[src/swsel_defines.svh]
/*
 Offsets, reset values, function codes and field positions of the switch
 output function select block. Assumes inclusion by bare name.
*/
`ifndef SWSEL_DEFINES_SVH
`define SWSEL_DEFINES_SVH

`define SWSEL_NUM_OUT        6
`define SWSEL_WORD_W         24
`define SWSEL_IDX_W          16
`define SWSEL_IDX_OUT1       16'h2410
`define SWSEL_IDX_OUT2       16'h2411
`define SWSEL_IDX_OUT3       16'h2412
`define SWSEL_IDX_OUT4       16'h2413
`define SWSEL_IDX_OUT5       16'h2414
`define SWSEL_IDX_OUT6       16'h2415

`define SWSEL_RST_OUT1       24'h00_0001
`define SWSEL_RST_OUT2       24'h00_0002
`define SWSEL_RST_OUT3       24'h00_0004
`define SWSEL_RST_OUT4       24'h00_0003
`define SWSEL_RST_OUT5       24'h00_0000
`define SWSEL_RST_OUT6       24'h00_0000

`define SWSEL_POL_BIT        7
`define SWSEL_CODE_LO_W      7
`define SWSEL_CODE_MASTER    7'h00
`define SWSEL_CODE_ALARM     7'h01
`define SWSEL_CODE_READY     7'h02
`define SWSEL_CODE_BRAKE     7'h03
`define SWSEL_CODE_INPOS     7'h04
`define SWSEL_CODE_ATSPD     7'h05
`define SWSEL_CODE_TLIM      7'h06
`define SWSEL_CODE_ZSPD      7'h07
`define SWSEL_CODE_VCOIN     7'h08
`define SWSEL_CODE_PCMD      7'h0B
`define SWSEL_CODE_VLIM      7'h0D
`define SWSEL_CODE_VCMD      7'h0F
`define SWSEL_CODE_SRVEN     7'h12
`define SWSEL_CODE_HOMED     7'h22

`define SWSEL_OUT_RESET      6'h3F
`define SWSEL_STATUS_TR_BIT  24

`endif

[src/swsel_pkg.sv]
/*
 Types of the switch output function select block.
 Assumes swsel_defines.svh is on the include path.
*/
`include "swsel_defines.svh"

package swsel_pkg;

   typedef enum logic [1:0]
   {
      SWSEL_MODE_PP    = 2'b00,
      SWSEL_MODE_PV    = 2'b01,
      SWSEL_MODE_PT    = 2'b10,
      SWSEL_MODE_OTHER = 2'b11
   } swsel_mode_t;

   typedef logic [`SWSEL_WORD_W-1:0] swsel_word_t;

   typedef struct packed
   {
      logic                       pend;
      logic                       pend_err;
      logic [2:0]                 pend_sel;
      logic                       ack;
      logic                       err;
      swsel_word_t                rdata;
      logic [`SWSEL_NUM_OUT-1:0]  sw_out;
      logic                       target_reached;
   } swsel_state_t;

endpackage

[src/swsel_mem_if.sv]
/*
 Interface between the select word store and the output logic.
 Assumes one clock shared by both ends.
*/
`timescale 1ns/1ps
`include "swsel_defines.svh"

interface swsel_mem_if;
   logic                                      wr;
   logic [2:0]                                wsel;
   logic [`SWSEL_WORD_W-1:0]                  wdata;
   logic [2:0]                                rsel;
   logic [`SWSEL_WORD_W-1:0]                  rdata;
   logic [`SWSEL_NUM_OUT*`SWSEL_WORD_W-1:0]   words;

   modport store (input wr, input wsel, input wdata, input rsel,
                  output rdata, output words);
   modport user  (output wr, output wsel, output wdata, output rsel,
                  input rdata, input words);
endinterface

[src/swsel_word_store.sv]
/*
 Six select words with documented reset values and a registered read port.
 Assumes the caller only presents selects 0 to 5.
*/
`timescale 1ns/1ps
`include "swsel_defines.svh"

module swsel_word_store
   import swsel_pkg::*;
(
   input  wire logic    ref_clk,
   input  wire logic    rstn,
   swsel_mem_if.store   mem
);

   localparam logic [`SWSEL_NUM_OUT*`SWSEL_WORD_W-1:0] RST_WORDS =
      {`SWSEL_RST_OUT6, `SWSEL_RST_OUT5, `SWSEL_RST_OUT4,
       `SWSEL_RST_OUT3, `SWSEL_RST_OUT2, `SWSEL_RST_OUT1};

   logic [`SWSEL_NUM_OUT*`SWSEL_WORD_W-1:0] words;
   swsel_word_t                              rdata;

   always_ff @(posedge ref_clk or negedge rstn)
   begin
      if (!rstn)
      begin
         words <= RST_WORDS;
         rdata <= 24'h00_0000;
      end
      else
      begin
         if (mem.wr)
         begin
            words[mem.wsel*`SWSEL_WORD_W +: `SWSEL_WORD_W] <= mem.wdata;
         end
         rdata <= words[mem.rsel*`SWSEL_WORD_W +: `SWSEL_WORD_W];
      end
   end

   assign mem.words = words;
   assign mem.rdata = rdata;

endmodule

[src/swsel_top.sv]
/*
 Switch output function select: six select words pick which drive status
 flag, or its own master control bit, each switch output shows, and with
 which polarity. Also forms the target reached status bit.
 Assumes all inputs are synchronous to ref_clk; parameter accesses come
 from the object dictionary side as single-cycle strobes.
*/
`timescale 1ns/1ps
`include "swsel_defines.svh"

// Overview of operation
// - Base code drives output active low; code with bit 7 set drives active high.
// - Code 00h puts the output under master control, no inverted variant.
// - Master control drives outputs 1..6 from digital output object bits 0..5.
// - Codes 01h, 02h, 03h: alarm, servo ready, brake release; inverted 81h-83h.
// - Codes 04h, 05h, 06h: in position, at speed, torque limiting; 84h-86h.
// - Codes 07h, 08h: zero speed clamp, velocity coincidence; 87h, 88h.
// - Codes 0Bh, 0Dh, 0Fh: position cmd, speed limiting, speed cmd; inverted too.
// - Codes 12h, 22h: servo enabled, homing done; inverted 92h, A2h.
// - Target reached follows in-position, coincidence or torque limit by mode.
module swsel_top
   import swsel_pkg::*;
(
   input  wire logic                        ref_clk,
   input  wire logic                        rstn,
   input  wire logic                        param_wr,
   input  wire logic                        param_rd,
   input  wire logic [`SWSEL_IDX_W-1:0]     param_index,
   input  wire logic [`SWSEL_WORD_W-1:0]    param_wdata,
   output logic                             param_ack,
   output logic                             param_err,
   output logic [`SWSEL_WORD_W-1:0]         param_rdata,
   input  wire logic [`SWSEL_NUM_OUT-1:0]   master_out_bits,
   input  wire logic [1:0]                  control_mode,
   input  wire logic                        alarm_flag,
   input  wire logic                        servo_ready_flag,
   input  wire logic                        brake_release_flag,
   input  wire logic                        in_position_flag,
   input  wire logic                        speed_reached_flag,
   input  wire logic                        torque_limiting_flag,
   input  wire logic                        zero_speed_flag,
   input  wire logic                        velocity_coincidence_flag,
   input  wire logic                        position_command_flag,
   input  wire logic                        speed_limiting_flag,
   input  wire logic                        speed_command_flag,
   input  wire logic                        servo_enabled_flag,
   input  wire logic                        homing_done_flag,
   output logic [`SWSEL_NUM_OUT-1:0]        switch_out_1_to_6,
   output logic                             target_reached
);

   localparam int NUM_FLAGS = 13;

   swsel_mem_if                  mem ();
   swsel_state_t                 st;
   swsel_state_t                 next_st;
   logic                         hit;
   logic [2:0]                   sel;
   logic [NUM_FLAGS-1:0]         flag_vec;
   logic [`SWSEL_NUM_OUT-1:0]    lvl;

   swsel_word_store swsel_word_store_inst
   (
      .ref_clk (ref_clk),
      .rstn    (rstn),
      .mem     (mem)
   );

   // Bit order follows the function code table, lowest code first
   assign flag_vec =
   {
      homing_done_flag,
      servo_enabled_flag,
      speed_command_flag,
      speed_limiting_flag,
      position_command_flag,
      velocity_coincidence_flag,
      zero_speed_flag,
      torque_limiting_flag,
      speed_reached_flag,
      in_position_flag,
      brake_release_flag,
      servo_ready_flag,
      alarm_flag
   };

   // Maps an object index to a select word number
   function automatic logic [3:0] index_decode
   (
      input logic [`SWSEL_IDX_W-1:0]   idx
   );
      logic [`SWSEL_IDX_W-1:0] off;
      off = idx - `SWSEL_IDX_OUT1;
      if (idx >= `SWSEL_IDX_OUT1 && idx <= `SWSEL_IDX_OUT6)
         index_decode = {1'b1, off[2:0]};
      else
         index_decode = 4'h0;
   endfunction

   // Active state of the chosen flag; {master, flag}
   function automatic logic [1:0] code_flag
   (
      input logic [`SWSEL_CODE_LO_W-1:0]   code,
      input logic [NUM_FLAGS-1:0]          flg
   );
      code_flag = 2'b00;
      unique case (code)
         `SWSEL_CODE_MASTER: code_flag = 2'b10;
         `SWSEL_CODE_ALARM:  code_flag = {1'b0, flg[0]};
         `SWSEL_CODE_READY:  code_flag = {1'b0, flg[1]};
         `SWSEL_CODE_BRAKE:  code_flag = {1'b0, flg[2]};
         `SWSEL_CODE_INPOS:  code_flag = {1'b0, flg[3]};
         `SWSEL_CODE_ATSPD:  code_flag = {1'b0, flg[4]};
         `SWSEL_CODE_TLIM:   code_flag = {1'b0, flg[5]};
         `SWSEL_CODE_ZSPD:   code_flag = {1'b0, flg[6]};
         `SWSEL_CODE_VCOIN:  code_flag = {1'b0, flg[7]};
         `SWSEL_CODE_PCMD:   code_flag = {1'b0, flg[8]};
         `SWSEL_CODE_VLIM:   code_flag = {1'b0, flg[9]};
         `SWSEL_CODE_VCMD:   code_flag = {1'b0, flg[10]};
         `SWSEL_CODE_SRVEN:  code_flag = {1'b0, flg[11]};
         `SWSEL_CODE_HOMED:  code_flag = {1'b0, flg[12]};
         // Forbidden codes read as an inactive flag, never as master control
         default:            code_flag = 2'b00;
      endcase
   endfunction

   // Pin level of one output; flags passed in so callers see every change
   function automatic logic pin_level
   (
      input swsel_word_t                w,
      input logic                       mbit,
      input logic [NUM_FLAGS-1:0]       flg
   );
      logic [1:0] mf;
      // Code 00h only counts as master when all upper bits are zero
      if (w == 24'h00_0000)
         mf = 2'b10;
      else if (w[`SWSEL_WORD_W-1:`SWSEL_POL_BIT+1] != 16'h0000)
         mf = 2'b00;
      else
         mf = code_flag(w[`SWSEL_CODE_LO_W-1:0], flg);
      if (mf[1] && !w[`SWSEL_POL_BIT])
         pin_level = mbit;
      else if (mf[1])
         pin_level = 1'b1;
      else
         pin_level = w[`SWSEL_POL_BIT] ? mf[0] : !mf[0];
   endfunction

   // Target reached source for the active fieldbus mode
   function automatic logic mode_target
   (
      input swsel_mode_t   mode,
      input logic          inpos,
      input logic          vcoin,
      input logic          tlim
   );
      unique case (mode)
         SWSEL_MODE_PP:    mode_target = inpos;
         SWSEL_MODE_PV:    mode_target = vcoin;
         SWSEL_MODE_PT:    mode_target = tlim;
         SWSEL_MODE_OTHER: mode_target = 1'b0;
      endcase
   endfunction

   // One decoder per output, all six evaluated every clock
   generate
      for (genvar g = 0; g < `SWSEL_NUM_OUT; g++)
      begin : gen_out
         assign lvl[g] = pin_level(mem.words[g*`SWSEL_WORD_W +: `SWSEL_WORD_W],
                                   master_out_bits[g], flag_vec);
      end
   endgenerate

   always_comb
   begin
      logic [3:0]          dec;
      dec   = index_decode(param_index);
      hit   = dec[3];
      sel   = dec[2:0];

      mem.wr    = param_wr && hit;
      mem.wsel  = sel;
      mem.wdata = param_wdata;
      mem.rsel  = sel;

      next_st          = st;
      next_st.pend     = param_wr || param_rd;
      next_st.pend_err = !hit;
      next_st.pend_sel = sel;
      // Two-stage answer so read data comes from the store register
      next_st.ack      = st.pend;
      next_st.err      = st.pend && st.pend_err;
      if (st.pend)
         next_st.rdata = st.pend_err ? 24'h00_0000 : mem.rdata;

      next_st.sw_out = lvl;

      next_st.target_reached = mode_target(swsel_mode_t'(control_mode),
                                           in_position_flag,
                                           velocity_coincidence_flag,
                                           torque_limiting_flag);
   end

   always_ff @(posedge ref_clk or negedge rstn)
   begin
      if (!rstn)
      begin
         st        <= '0;
         st.sw_out <= `SWSEL_OUT_RESET;
      end
      else
      begin
         st <= next_st;
      end
   end

   assign param_ack         = st.ack;
   assign param_err         = st.err;
   assign param_rdata       = st.rdata;
   assign switch_out_1_to_6 = st.sw_out;
   assign target_reached    = st.target_reached;

endmodule

[config.mk]
export PLATFORM = sky130hd
export DESIGN_NAME = swsel_top
export DESIGN_NICKNAME = d
export VERILOG_FILES = /design/src/swsel_pkg.sv /design/src/swsel_mem_if.sv /design/src/swsel_word_store.sv /design/src/swsel_top.sv
export VERILOG_INCLUDE_DIRS = /design/src /design/src/src
export SDC_FILE = /design/constraint.sdc
export NUM_CORES = 1
export LEC_CHECK = 0
export BUFFER_PORTS_ARGS = -buffer_cell sky130_fd_sc_hd__buf_2
export CAP_MARGIN = 10
export CORE_UTILIZATION = 45
export CTS_BUF_LIST = sky130_fd_sc_hd__clkbuf_16
export CTS_CLUSTER_SIZE = 20
export DETAILED_ROUTE_END_ITERATION = 8
export GPL_ROUTABILITY_DRIVEN = 1
export PLACE_DENSITY_LB_ADDON = 0.25
export SLEW_MARGIN = 20
export SYNTH_ARGS = -nofsm -noshare
export SYNTH_HDL_FRONTEND = slang
export SYNTH_SLANG_ARGS = --single-unit
[constraint.sdc]
create_clock -name ref_clk -period 3.94 [get_ports ref_clk]
set_input_delay 0.788 -clock ref_clk [delete_from_list [all_inputs] [get_ports ref_clk]]
set_output_delay 0.788 -clock ref_clk [all_outputs]
set_load 0.01 [all_outputs]
==> results.md <==
* HP Class: in -> async
* Slowest cell on the critical path: fa_2
* Fin crit period at 3787 ps
* Max-slew headroom at 50.91%
* GPL Wtd Cong at 0.9915
* Die Ht at 168.0 um
* Setup violators final at 0
* Net Count, Synth at 1518
* TritonRoute pass-1 iters at 5
* Fin Clk Skew at 21.25 ps
* Residual DRC at 0
* CP cell instances: buf_2, and4bb_2, and4_4, and2_4, ha_4, fa_2, nor2b_4, mux2i_4, nor2_1, ha_2, buf_4, and3_1, buf_4, nand2_1, a211o_1, o21ai_0
* Clock Tree Root: clkbuf_16
* Antenna cells at 0
* Initial antenna violation count at 0
* TritonCTS clock tree: yes
* Yosys cell types at 85
* Most frequent cells in the layout: 192 x dfrtp_1, 190 x nand2_1, 136 x buf_4
* First-pass GRT wire length at 69040 um
* Sequential share of the synthesized area at 41.06%
* Cell mode on critical path: buf_4
* Lkg Pwr at 6.711 nW
* Cells after Synth at 1446
* Total Routed Length at 45190 um
* Crit-path max FO at 9
* Setup total negative slack at 0 ps
* P per Cell Area at 317.0 nW/um^2
* Synthesized area at 12410 um^2
* Critical path origin: param_index[4]
* Primary FF master, synth: dfrtp_1
* Async SR Flop Fraction at 100.0%
* Crit path capture: swsel_word_store_inst.mem.words[118]
* DR WL/cell at 23.15 um
* Delay-heaviest family, CP: adder cells
* Sw frac at 23.08%
* Clock transition at path regs at 60 ps
* WP data required at 4360 ps
* TritonCTS sink count at 203
* Die area at 28240 um^2
* DP Area at 14210 um^2
* Max Clk Rate at 0.2641 GHz
* Clk_lat worst skew at 530 ps
* DP Worst Slack at -404.2 ps
* FF-to-FF End: switch_out_1_to_6[3]
* GRT Overall Usage at 32.36%
* Max Cap Viol at 0
* Design area at 15090 um^2
* Final worst slack at 152.9 ps
* Power Total at 4.783 mW
* Status: complete, no violations
* Longest Clk Path Bufs at 3
* Post-synth EDFFs at 0
* Sequential power share at 43.8%
* Post-DP HPWL at 34440 um
* Max VDD drop at 0.2743 mV
* Bufs and invs on worst path at 3
* Max incr delay on CP at 620 ps
* Placeable Area at 27030 um^2
* Initial Utilization at 45.90%
* Layout cell share with drive strength beyond 1 at 24.58%
* Ys Warns at 0
* Largest net degree at the start of global routing at 94
* Via density at 6.135
* 1st-iter DRT viols at 1400
* H-tree Lvls at 1
* Commonest non-fill, non-tap cell in the layout: dfrtp_1
* Vias at 11975
* Crit. End Element: flop
* CTS buffer count at 24
* Comb pwr share at 5.2%
* Layout area overhead at 21.61%
* Final Hold Fails at 0
* Startpoint class of the critical path: primary input
* Final-stage net count at 1665
* Worst r2r src: swsel_word_store_inst.mem.words[73]
* # port buffers at 97
* #FFs+latches synth at 203
* I/O pins at 98
* R2R Setup Slk at 1670 ps
* Final antenna-violating net count at 0
* Count of cell instances traversed by the critical path at 16
* Worst-margin pin slew at 736.3 ps
* R2R cell count at 6
* Pint at 3.679 mW
* Synth Area per Inst at 8.579 um^2
* Period Utilization, post-route at 96.12%
* Clock Power Share at 51.0%
* Filler instances at 2494
* Crit Path Category: in -> reg
* Number of max-slew violations in the final report at 0
* Die width at 168.0 um
* P_sw at 1.104 mW
* GRT overflow at 0
* Arrival time at the worst endpoint at 4210 ps
* Std cell rows at 60
* Vias in the first global route at 11396
[power by group through the flow]
stage                     Clock, mW  Sequential (mW)  Combinational [mW]
final                          2.44             2.09               0.251
after global routing           2.55             2.09               0.274
after CTS                      2.46             2.09               0.249
after detailed placement          0             2.13               0.249
after global placement            0             2.13               0.246
after floorplan                   0             2.13              0.0987
[registers in the layout, summed over array words and instances (netlist names)]
name	cells
target_reached	1
next_st	1
param_err	1
swsel_word_store_inst.mem.rdata	24
st	1
switch_out_1_to_6	6
swsel_word_store_inst.mem.words	144
param_ack	1
param_rdata	24
[layer usage]
layer	share of wire, %	vias up	track usage (%)
met1	42	5779	44.81
met3	8.1	121	4.114
met2	44	569	50.07
met5	0	-	0
li1	-	5506	-
met4	5.5	0	16.04
[how the worst min path moves through the flow]
| stage | end | slack, ps | cells after the start |
|---|---|---|---|
| floorplan | param_ack | 410 | 0 |
| global placement | param_rdata[16] | 470 | 2 |
| detailed placement | param_rdata[16] | 470 | 2 |
| CTS | param_rdata[0] | 300 | 1 |
| global route | target_reached | 300 | 1 |
| finish | target_reached | 240 | 1 |
[cells in the mapped netlist, types with 5 or more instances]
library cell	instances	area (um^2)
o22ai_1	43	269.0
nand3b_1	29	217.7
buf_4	32	240.2
nor2b_1	7	43.79
a21o_1	29	217.7
buf_1	7	26.28
mux2_2	45	506.7
a21oi_1	71	355.3
dfrtp_1	192	4805
and3_1	13	81.33
nor3b_1	6	45.04
o21ai_0	154	770.7
nor4_1	25	156.4
o2bb2ai_1	9	78.83
nand3_1	35	175.2
a211o_1	8	70.07
and2_1	6	37.54
ha_1	6	75.07
a211oi_1	7	52.55
nor2_1	125	469.2
nand2b_1	6	37.54
o211ai_1	14	105.1
buf_2	8	40.04
nor3_1	30	150.1
dfstp_2	11	289.0
o22a_1	6	52.55
a22o_1	11	96.34
o21ai_2	5	43.79
nand2_1	191	716.9
inv_1	57	214.0
clkbuf_1	72	270.3
a22oi_1	6	45.04
a31oi_1	16	100.1
mux2i_1	35	350.3
nand4_1	18	112.6
o31ai_1	16	120.1
a2111oi_0	8	70.07
[cells by family after synthesis]
family | after synthesis | synth area share [%]
adders and majority gates | 7 | 0.7665
DFF | 203 | 41.06
xor gates and xnor gates | 7 | 0.7061
muxes | 87 | 7.837
buffers and inverters | 182 | 6.747
and+or+nand+nor | 517 | 20.01
AOI/OAI and AO/OA | 443 | 22.87
[timing repair]
item	CTS	global route
setup endpoints to repair	0	41
gates resized for setup	0	3
hold buffers	0	0
buffers inserted	0	0
[metrics by stage]
stage | hold slack, ps | instances | util (%)
after CTS | 296.4 | 1952 | 55.78
after global routing | 298.8 | 1952 | 55.82
final | 242.2 | 1952 | 55.82
after detailed placement | 468.8 | 1908 | 52.59
after global placement | 466.7 | 1908 | 52.59
after floorplan | 406.3 | 1446 | -
[cell type report]
class / count / area [um^2] / share of cell area [%]
clock buffers: 24 / 600.6 / 3.981
repair buffers: 244 / 1735 / 11.50
inverters: 59 / 226.5 / 1.501
flip-flops and latches: 203 / 5094 / 33.76
well taps: 341 / 426.7 / 2.828
multi-input cells: 1061 / 6743 / 44.69
clock inverters: 20 / 261.5 / 1.733
Power figures use the tool's default switching activity.
